<file path="src/insn_exec_cfg.svh">
// Summary of operation
// RULE1 - add and subtract accumulator with file, update carry, digit carry, zero
// RULE2 - destination bit 0 writes accumulator, 1 writes the file register
// RULE3 - or, and, xor, invert, copy, clear file, clear acc touch only zero
// RULE4 - inc/dec set zero; skip forms skip on zero result, no flags
// RULE5 - rotates through carry change carry; nibble exchange and store change nothing
// RULE6 - bit clear and bit set modify one bit, no flags, one cycle
// RULE7 - bit tests skip next instruction on clear or set bit, no flags
// RULE8 - a taken skip discards the fetched word and executes a no-operation
// RULE9 - and, or, xor literal combine with accumulator and update zero
// RULE10 - load literal copies low eight bits into accumulator, no flags
// RULE11 - call pushes return address, loads literal, page bits, clears bit 8
// RULE12 - every counter write clears bit 8 except the unconditional branch; the return here restores the stacked bit 8 rather than clearing it
// RULE13 - return pops the stack and places the literal in the accumulator
// RULE14 - watchdog kick and standby update timeout and powerdown flags
// RULE15 - option load from accumulator; direction load when file field is 6
// RULE16 - direction bit 1 floats the pin, 0 enables its driver
// RULE17 - read-modify-write of the port uses the pin levels
// RULE18 - writing the timer register clears the prescaler when assigned to it
// RULE19 - four oscillator periods per cycle; branches and skips take two
// RULE20 - undefined encodings execute as a single-cycle no-operation
`ifndef INSN_EXEC_CFG_SVH
`define INSN_EXEC_CFG_SVH
`define WB_CTRL     8'h00
`define WB_ACC      8'h04
`define WB_STAT     8'h08
`define WB_PC       8'h0C
`define WB_OPT      8'h10
`define WB_DIR      8'h14
`define F_TIMER     5'h01
`define F_PCL       5'h02
`define F_STATUS    5'h03
`define F_PORT      5'h06
`define DIRECTION_LATCH_PORT   3'h6
`define ST_C        0
`define ST_DC       1
`define ST_Z        2
`define ST_PD       3
`define ST_TO       4
`define OPT_PSA     3
`define STATUS_RST  8'h18
`define OPTION_RST  8'hFF
`define DIR_RST     8'hFF
`define CTRL_RST    1'b1
`define LAST_PHASE  2'h3
`define NOP_WORD    12'h000
`endif

</file>
<file path="src/insn_exec_pkg.sv">
package insn_exec_pkg;
  typedef enum {
    op_nop, op_add, op_sub, op_or, op_and, op_xor, op_com, op_mov, op_clear_file, op_clear_acc,
    op_inc, op_dec, op_incsz, op_decsz, op_rlf, op_rrf, op_swap, op_store_acc,
    op_bcf, op_bsf, op_test_skip_clear, op_test_skip_set, op_and_literal, op_or_literal, op_xor_literal, op_load_literal,
    op_call, op_goto, op_return_with_literal, op_kick, op_sleep, op_option, op_direction_latch
  } op_t;
endpackage

</file>
<file path="src/insn_exec.sv">
`timescale 1ns/100ps
`default_nettype none
`include "insn_exec_cfg.svh"
module insn_exec
  import insn_exec_pkg::*;
#(
  parameter int STACK_DEPTH = 2
) (
  // clock and reset
  input  wire logic        clk,
  input  wire logic        rst_b,
  // wishbone slave
  input  wire logic        wb_cyc_i,
  input  wire logic        wb_stb_i,
  input  wire logic        wb_we_i,
  input  wire logic [7:0]  wb_adr_i,
  input  wire logic [3:0]  wb_sel_i,
  input  wire logic [31:0] wb_dat_i,
  output logic      [31:0] wb_dat_o,
  output logic             wb_ack_o,
  // fetch path
  output logic      [10:0] fetch_addr,
  input  wire logic [11:0] instr_in,
  // file register array
  output logic      [4:0]  file_addr,
  input  wire logic [7:0]  file_rdata,
  output logic             file_we,
  output logic      [4:0]  file_waddr,
  output logic      [7:0]  file_wdata,
  // port pins and side effects
  input  wire logic [7:0]  port_pins,
  output logic      [7:0]  port_drive_en,
  output logic             presc_clr,
  output logic             wdt_clr,
  output logic             standby,
  output logic      [7:0]  option_out
);
  logic        rst_s1_q, rst_n_q;
  logic [7:0]  pin_s1_q, pin_s2_q;
  logic [1:0]  phase_q;
  logic        run_q, ack_q;
  logic [31:0] rdat_q;
  logic [11:0] ir_q;
  logic [10:0] pc_q;
  logic [7:0]  acc_q, status_q, option_q, dir_q, drive_q;
  logic [10:0] stk_q [STACK_DEPTH];
  logic        fwe_q, presc_q, wdt_q, stby_q;
  logic [4:0]  fwa_q;
  logic [7:0]  fwd_q;
  op_t         op;
  always_ff @(posedge clk or negedge rst_b) begin
    if (!rst_b) begin
      rst_s1_q <= 1'b0;
      rst_n_q  <= 1'b0;
    end else begin
      rst_s1_q <= 1'b1;
      rst_n_q  <= rst_s1_q;
    end
  end
  // instruction decode
  always_comb begin
    casez (ir_q)
      12'b0000_0000_0010: op = op_option;
      12'b0000_0000_0011: op = op_sleep;
      12'b0000_0000_0100: op = op_kick;
      12'b0000_0000_0???: op = (ir_q[2:0] == `DIRECTION_LATCH_PORT) ? op_direction_latch : op_nop;
      12'b0000_0100_0000: op = op_clear_acc;
      12'b0000_001?_????: op = op_store_acc;
      12'b0000_011?_????: op = op_clear_file;
      12'b0000_10??_????: op = op_sub;
      12'b0000_11??_????: op = op_dec;
      12'b0001_00??_????: op = op_or;
      12'b0001_01??_????: op = op_and;
      12'b0001_10??_????: op = op_xor;
      12'b0001_11??_????: op = op_add;
      12'b0010_00??_????: op = op_mov;
      12'b0010_01??_????: op = op_com;
      12'b0010_10??_????: op = op_inc;
      12'b0010_11??_????: op = op_decsz;
      12'b0011_00??_????: op = op_rrf;
      12'b0011_01??_????: op = op_rlf;
      12'b0011_10??_????: op = op_swap;
      12'b0011_11??_????: op = op_incsz;
      12'b0100_????_????: op = op_bcf;
      12'b0101_????_????: op = op_bsf;
      12'b0110_????_????: op = op_test_skip_clear;
      12'b0111_????_????: op = op_test_skip_set;
      12'b1000_????_????: op = op_return_with_literal;
      12'b1001_????_????: op = op_call;
      12'b101?_????_????: op = op_goto;
      12'b1100_????_????: op = op_load_literal;
      12'b1101_????_????: op = op_or_literal;
      12'b1110_????_????: op = op_and_literal;
      12'b1111_????_????: op = op_xor_literal;
      // RULE20 undefined as nop
      default:            op = op_nop;
    endcase
  end
  wire [4:0] faddr  = ir_q[4:0];
  wire       dst_f  = ir_q[5];
  wire [7:0] lit    = ir_q[7:0];
  wire [7:0] bmask  = 8'h01 << ir_q[7:5];
  wire       ex     = run_q && (phase_q == `LAST_PHASE);
  // RULE17 port operand from pins
  wire [7:0] opnd   = (faddr == `F_PORT)   ? pin_s2_q :
                      (faddr == `F_STATUS) ? status_q :
                      (faddr == `F_PCL)    ? pc_q[7:0] : file_rdata;
  wire [8:0] sum9   = {1'b0, opnd} + {1'b0, acc_q};
  wire [4:0] sumlo  = {1'b0, opnd[3:0]} + {1'b0, acc_q[3:0]};
  wire [7:0] diff   = opnd - acc_q;
  wire       bit_v  = |(opnd & bmask);
  logic [7:0]  res, status_d;
  logic        wr_f, wr_a, upd_z, upd_c, upd_dc, c_n, dc_n, skip, pc_ld, push, pop;
  logic [10:0] pc_new;
  always_comb begin
    res    = opnd;
    wr_f   = 1'b0;
    wr_a   = 1'b0;
    upd_z  = 1'b0;
    upd_c  = 1'b0;
    upd_dc = 1'b0;
    c_n    = status_q[`ST_C];
    dc_n   = status_q[`ST_DC];
    skip   = 1'b0;
    pc_ld  = 1'b0;
    push   = 1'b0;
    pop    = 1'b0;
    pc_new = pc_q;
    case (op)
      // RULE1 add and subtract
      op_add: begin
        res = sum9[7:0];
        c_n = sum9[8];
        dc_n = sumlo[4];
        {upd_z, upd_c, upd_dc} = 3'h7;
      end
      op_sub: begin
        res = diff;
        c_n = (opnd >= acc_q);
        dc_n = (opnd[3:0] >= acc_q[3:0]);
        {upd_z, upd_c, upd_dc} = 3'h7;
      end
      // RULE3 zero-only logic ops
      op_or:   begin res = opnd | acc_q; upd_z = 1'b1; end
      op_and:  begin res = opnd & acc_q; upd_z = 1'b1; end
      op_xor:  begin res = opnd ^ acc_q; upd_z = 1'b1; end
      op_com:  begin res = ~opnd;        upd_z = 1'b1; end
      op_mov:  begin res = opnd;         upd_z = 1'b1; end
      op_clear_file: begin res = 8'h00; upd_z = 1'b1; end
      op_clear_acc: begin res = 8'h00; upd_z = 1'b1; end
      // RULE4 increment and decrement
      op_inc:   begin res = opnd + 8'h01; upd_z = 1'b1; end
      op_dec:   begin res = opnd - 8'h01; upd_z = 1'b1; end
      op_incsz: begin res = opnd + 8'h01; skip = (res == 8'h00); end
      op_decsz: begin res = opnd - 8'h01; skip = (res == 8'h00); end
      // RULE5 rotates and exchange
      op_rlf:  begin {c_n, res} = {opnd, status_q[`ST_C]}; upd_c = 1'b1; end
      op_rrf:  begin {res, c_n} = {status_q[`ST_C], opnd}; upd_c = 1'b1; end
      op_swap: res = {opnd[3:0], opnd[7:4]};
      op_store_acc: res = acc_q;
      // RULE6 single bit modify
      op_bcf: res = opnd & ~bmask;
      op_bsf: res = opnd | bmask;
      // RULE7 bit tests
      op_test_skip_clear: skip = ~bit_v;
      op_test_skip_set: skip = bit_v;
      // RULE9 literal logic
      op_and_literal: begin res = acc_q & lit; upd_z = 1'b1; end
      op_or_literal: begin res = acc_q | lit; upd_z = 1'b1; end
      op_xor_literal: begin res = acc_q ^ lit; upd_z = 1'b1; end
      // RULE10 load literal
      op_load_literal: res = lit;
      // RULE11 call
      op_call: begin
        push = 1'b1;
        pc_ld = 1'b1;
        pc_new = {status_q[6:5], 1'b0, lit};
      end
      // RULE12 branch keeps bit 8 from literal
      op_goto: begin
        pc_ld = 1'b1;
        pc_new = {status_q[6:5], ir_q[8:0]};
      end
      // RULE13 return with literal
      op_return_with_literal: begin
        pop = 1'b1;
        pc_ld = 1'b1;
        pc_new = stk_q[0];
        res = lit;
      end
      default: res = opnd;
    endcase
    // RULE2 destination select
    case (op)
      op_add, op_sub, op_or, op_and, op_xor, op_com, op_mov, op_inc, op_dec,
      op_incsz, op_decsz, op_rlf, op_rrf, op_swap: begin
        wr_f = dst_f;
        wr_a = ~dst_f;
      end
      op_clear_file, op_store_acc, op_bcf, op_bsf: wr_f = 1'b1;
      op_clear_acc, op_and_literal, op_or_literal, op_xor_literal, op_load_literal, op_return_with_literal: wr_a = 1'b1;
      default: wr_f = 1'b0;
    endcase
    // RULE12 counter low byte write clears bit 8
    if (wr_f && faddr == `F_PCL) begin
      pc_ld = 1'b1;
      pc_new = {status_q[6:5], 1'b0, res};
    end
  end
  always_comb begin
    status_d = status_q;
    if (wr_f && faddr == `F_STATUS) begin
      status_d = {res[7:5], status_q[`ST_TO], status_q[`ST_PD], res[2:0]};
    end
    if (upd_z) status_d[`ST_Z] = (res == 8'h00);
    if (upd_c) status_d[`ST_C] = c_n;
    if (upd_dc) status_d[`ST_DC] = dc_n;
    // RULE14 kick and standby flags
    if (op == op_kick) begin
      status_d[`ST_TO] = 1'b1;
      status_d[`ST_PD] = 1'b1;
    end else if (op == op_sleep) begin
      status_d[`ST_TO] = 1'b1;
      status_d[`ST_PD] = 1'b0;
    end
  end
  wire ext_wr  = wr_f && (faddr != `F_STATUS) && (faddr != `F_PCL);
  // RULE18 timer write clears prescaler
  wire tmr_clr = ext_wr && (faddr == `F_TIMER) && !option_q[`OPT_PSA];
  // RULE19 four periods per cycle
  always_ff @(posedge clk or negedge rst_n_q) begin
    if (!rst_n_q) begin
      phase_q <= 2'h0;
    end else if (run_q) begin
      phase_q <= phase_q + 2'h1;
    end
  end
  // RULE8 flush fetched word on skip or jump
  always_ff @(posedge clk or negedge rst_n_q) begin
    if (!rst_n_q) begin
      ir_q <= `NOP_WORD;
      pc_q <= 11'h000;
    end else if (ex) begin
      ir_q <= (skip || pc_ld) ? `NOP_WORD : instr_in;
      pc_q <= pc_ld ? pc_new : pc_q + 11'h001;
    end
  end
  always_ff @(posedge clk) begin
    if (ex && push) begin
      stk_q[0] <= pc_q;
      for (int i = 1; i < STACK_DEPTH; i++) begin
        stk_q[i] <= stk_q[i-1];
      end
    end else if (ex && pop) begin
      for (int i = 0; i < STACK_DEPTH - 1; i++) begin
        stk_q[i] <= stk_q[i+1];
      end
    end
  end
  always_ff @(posedge clk or negedge rst_n_q) begin
    if (!rst_n_q) begin
      acc_q    <= 8'h00;
      status_q <= `STATUS_RST;
      option_q <= `OPTION_RST;
      dir_q    <= `DIR_RST;
      drive_q  <= ~`DIR_RST;
    end else if (ex) begin
      status_q <= status_d;
      if (wr_a) begin
        acc_q <= res;
      end
      // RULE15 option and direction loads
      if (op == op_option) begin
        option_q <= acc_q;
      end
      if (op == op_direction_latch) begin
        dir_q <= acc_q;
        // RULE16 one floats, zero drives
        drive_q <= ~acc_q;
      end
    end
  end
  always_ff @(posedge clk or negedge rst_n_q) begin
    if (!rst_n_q) begin
      fwe_q   <= 1'b0;
      fwa_q   <= 5'h00;
      fwd_q   <= 8'h00;
      presc_q <= 1'b0;
      wdt_q   <= 1'b0;
      stby_q  <= 1'b0;
      pin_s1_q <= 8'h00;
      pin_s2_q <= 8'h00;
    end else begin
      fwe_q   <= ex && ext_wr;
      fwa_q   <= faddr;
      fwd_q   <= res;
      presc_q <= ex && tmr_clr;
      wdt_q   <= ex && (op == op_kick);
      stby_q  <= ex && (op == op_sleep);
      pin_s1_q <= port_pins;
      pin_s2_q <= pin_s1_q;
    end
  end
  // wishbone slave
  wire        wb_req = wb_cyc_i && wb_stb_i && !ack_q;
  wire        wb_wr  = wb_cyc_i && wb_stb_i && wb_we_i && ack_q;
  wire [31:0] rd_mux = (wb_adr_i == `WB_CTRL) ? {31'h0, run_q} :
                       (wb_adr_i == `WB_ACC)  ? {24'h0, acc_q} :
                       (wb_adr_i == `WB_STAT) ? {24'h0, status_q} :
                       (wb_adr_i == `WB_PC)   ? {21'h0, pc_q} :
                       (wb_adr_i == `WB_OPT)  ? {24'h0, option_q} :
                       (wb_adr_i == `WB_DIR)  ? {24'h0, dir_q} : 32'h0;
  always_ff @(posedge clk or negedge rst_n_q) begin
    if (!rst_n_q) begin
      ack_q  <= 1'b0;
      rdat_q <= 32'h0;
      run_q  <= `CTRL_RST;
    end else begin
      ack_q  <= wb_req;
      rdat_q <= (wb_req && !wb_we_i) ? rd_mux : 32'h0;
      if (wb_wr && wb_sel_i[0] && wb_adr_i == `WB_CTRL) begin
        run_q <= wb_dat_i[0];
      end
    end
  end
  assign wb_dat_o      = rdat_q;
  assign wb_ack_o      = ack_q;
  assign fetch_addr    = pc_q;
  assign file_addr     = ir_q[4:0];
  assign file_we       = fwe_q;
  assign file_waddr    = fwa_q;
  assign file_wdata    = fwd_q;
  assign port_drive_en = drive_q;
  assign presc_clr     = presc_q;
  assign wdt_clr       = wdt_q;
  assign standby       = stby_q;
  assign option_out    = option_q;
endmodule
`default_nettype wire

</file>
<file path="config.mk">
export PLATFORM = sky130hd
export DESIGN_NAME = insn_exec
export DESIGN_NICKNAME = d
export VERILOG_FILES = /design/src/insn_exec_pkg.sv /design/src/insn_exec.sv
export VERILOG_INCLUDE_DIRS = /design/src /design/src/src
export SDC_FILE = /design/constraint.sdc
export NUM_CORES = 1
export LEC_CHECK = 0
export BUFFER_PORTS_ARGS = -buffer_cell sky130_fd_sc_hd__buf_2
export CELL_PAD_IN_SITES_DETAIL_PLACEMENT = 0
export CELL_PAD_IN_SITES_GLOBAL_PLACEMENT = 1
export CORE_MARGIN = 2
export CORE_UTILIZATION = 43
export CTS_CLUSTER_DIAMETER = 80
export DETAILED_ROUTE_END_ITERATION = 12
export GPL_TIMING_DRIVEN = 0
export PLACE_DENSITY = 0.87
export SYNTH_ARGS = -nofsm -noshare
export SYNTH_HDL_FRONTEND = slang
export SYNTH_SLANG_ARGS = --single-unit
</file>
<file path="constraint.sdc">
create_clock -name clk -period 4.8 [get_ports clk]
set_clock_uncertainty 0.2 [all_clocks]
set_input_delay 0.72 -clock clk [delete_from_list [all_inputs] [get_ports clk]]
set_output_delay 0.72 -clock clk [all_outputs]
set_load 0.05 [all_outputs]
</file>
==> results.cfg <==
[cts]
cts_max_path_buffers = 2
cts.reportedPaths.clkPinSlew_ns = 0.07
cts_inserted_buffers = 17
clock_latency_ns = 0.44
cts_tree = done
htreeDepth = 4
clkSinkCount = 134
root_buffer = clkbuf_16

[synth]
ys_seq_area_frac = 0.377
yosys_warnings = 0
synthArstFlopShare = 0.836
ys_types = 87
yosysMostFrequentCell = dfrtp_1
ys.flop_type = dfrtp_1
ys_ff_latch = 134
synth_edf_count = 22
synth_area_sq_mm = 0.00924
synth_area_leader_cell = dfrtp_1
yosys-top-cells-area = dfrtp_1 (25%), edfxtp_1 (7.1%), dfstp_2 (5.1%), o21ai_0 (4.0%), nand2_1 (3.8%)
synth_top_area_frac = 0.254
synthTopCellsByCount = dfrtp_1 (94), nand2_1 (93), nor2_1 (87), o21ai_0 (74), a21oi_1 (64)
avgSynthCellArea_sq_um = 8.80
syn_inst = 1051

[timing]
setup_tns_ns = -0.0226
maxSlewViolCount = 0
finalCritPeriodShare = 1.00
min_period_ns = 4.82
hold_slack_ns = 0.142
slew_headroom = 0.211
worst_slew_pin_slew_ns = 1.17
worst_slack_ns = -0.0226
max_freq_ghz = 0.207
setup_viol = 1
finalHoldViolCount = 0
rsz0062_at_grt = true

[die]
core_sq_mm = 0.0211
initial_utilization = 0.438
die_area_sq_mm = 0.0227
fp.dieW_microns = 151
row_count = 53
io_pins = 159
die_h_microns = 151

[pwr]
p_leak_nw = 4.88
power_density_mw_per_mm2 = 243
ir_drop_mv = 0.210

[layout]
antennaDiodeCount = 0
final_nets = 1313
drive_gt1_frac = 0.279
postLayoutCoreUtil = 0.539
fillCellCount = 2008
area_delta_synth_final_pct = 22.9

[grt]
grt_pass1_wl_mm = 59.6
grt_max_degree = 67
track_usage = 0.361
antenna_found_initial = 0
grt_pass1_vias = 9069
grt-ovfl-total = 0

[route]
drt-pass1-iter-count = 6
drc = 0
drt-initial-drc-count = 1290
drt-wirelength-per-cell_microns = 27.3
vias = 9689
ant_nets = 0
drt-vias-per-instance = 6.46
drt_wl_total_mm = 40.9

[worst_setup_path]
path_max_fanout = 10
regToRegStartpoint = ir_q[1]
cp_slowest_cell = or4_1
cp_cell_sequence = buf_12 -> clkbuf_2 -> nand2_1 -> nor3_2 -> a221o_2 -> buf_4 -> ha_2 -> fa_2 -> nor2b_2 -> o21ai_2 -> nand2b_1 -> a21o_1 -> a21oi_1 -> xnor2_1 -> a211oi_2 -> o311ai_1 -> o41a_1 -> or4_1 -> o31ai_2
cp.required_ns = 4.96
r2r_cells = 19
regToRegEndpoint = status_q[2]
worstSetupPathType = flip-flop to flip-flop
arrival_ns = 4.98
slowest_delay_ns = 0.54
endpoint_kind = flip-flop
worst-r2r-setup-slack_ns = -0.02
start_kind = flip-flop

[placement]
place_hpwl_mm = 29.7
port_buffers = 102
place.gp.congestion = 0.998

[flow_run]
cap_violations = 0

[min_path]
min_path_type = flip-flop to asynchronous set/reset pin

[outcome]
status = finished, violations left
violations = negative setup slack
## worst max-delay path, delay by kind of cell (launching register included)
kind	cells	cell delay (ns)
and+or+nand+nor	5	1.05
buffers and inverters	3	0.58
xor gates and xnor gates	1	0.16
AOI/OAI and AO/OA	8	1.72
adders and majority gates	2	0.58
DFF	1	0.44
## timing repair
item | 4_1_cts | 5_1_grt
resized for setup | 55 | 52
buffers inserted | 12 | 11
endpoints found under the hold margin | 2 | 0
hold buffers | 1 | 0
endpoints found under the setup margin | 51 | 31
cloned | 0 | 1
pin swaps | 7 | 15
## worst max-delay path by stage
stage | from | end | slack, ns | cells past startpoint
6_report | ir_q[1] | status_q[2] | -0.02 | 19
5_1_grt | ir_q[4] | status_q[2] | -0.15 | 18
4_1_cts | ir_q[2] | status_q[2] | -0.09 | 20
3_5_place_dp | ir_q[3] | status_q[2] | -1.53 | 18
3_3_place_gp | ir_q[3] | status_q[2] | -1.55 | 18
2_1_floorplan | ir_q[4] | status_q[2] | 0.001 | 20
## cell type report
| class | instances | area [sq um] | area share |
|---|---|---|---|
| inverter | 32 | 134 | 0.0118 |
| clock inverter | 15 | 166 | 0.0146 |
| timing repair buffer | 128 | 741 | 0.0652 |
| clock buffer | 17 | 425 | 0.0374 |
| tap | 275 | 344 | 0.0303 |
| sequential | 134 | 3500 | 0.308 |
| buffer | 95 | 594 | 0.0523 |
| multi-input combinational | 804 | 5460 | 0.481 |
## stage by stage
| stage | setup WS (ns) | power (mW) | instances | cell area [sq um] |
|---|---|---|---|---|
| final | -0.0226 | 2.76 | 1500 | 11400 |
| after global routing | -0.151 | 2.83 | 1500 | 11400 |
| after CTS | -0.0893 | 2.75 | 1489 | 11100 |
| after detailed placement | -1.53 | 1.40 | 1449 | 10200 |
| after global placement | -1.55 | 1.39 | 1448 | 10200 |
| after floorplan | 0.00121 | 1.33 | 1071 | 9330 |
## kinds of logic after synthesis
logic type                 synth area share
and+or+nand+nor                       0.201
AOI/OAI and AO/OA                     0.233
DFF                                   0.377
buffers and inverters                0.0690
muxes                                0.0642
adders and majority gates            0.0341
xor gates and xnor gates             0.0208
other                              0.000812
## report_power, final
group	leakage, nW	switching, mW	total (mW)	internal (mW)
registers	1.53	0.0142	1.18	1.16
clock network	0.285	0.574	1.35	0.779
logic	3.07	0.147	0.229	0.0822
total	4.88	0.735	2.76	2.02
## cell usage in the layout (no fill, tap or decap), types with 23 or more instances in the layout
cell type,n
a21oi_1,61
mux2_2,29
o22ai_1,23
dfrtp_1,87
o21ai_0,70
nand2_1,92
inv_1,24
nand3_1,26
nor2_1,85
buf_2,116
clkbuf_1,32
buf_4,53
## per-layer routing
layer  wire [microns]  global-route usage
met1            16100               0.479
met4             2150               0.168
met5                0                   0
met2            18100               0.557
met3             4550              0.0848
## state kept, by name, summed over array words and instances, names as in the netlist, 11 cells and up
register,count
stk_q,22
fetch_addr,11
ir_q,12
wb_dat_o,11
Power figures use the tool's default switching activity.
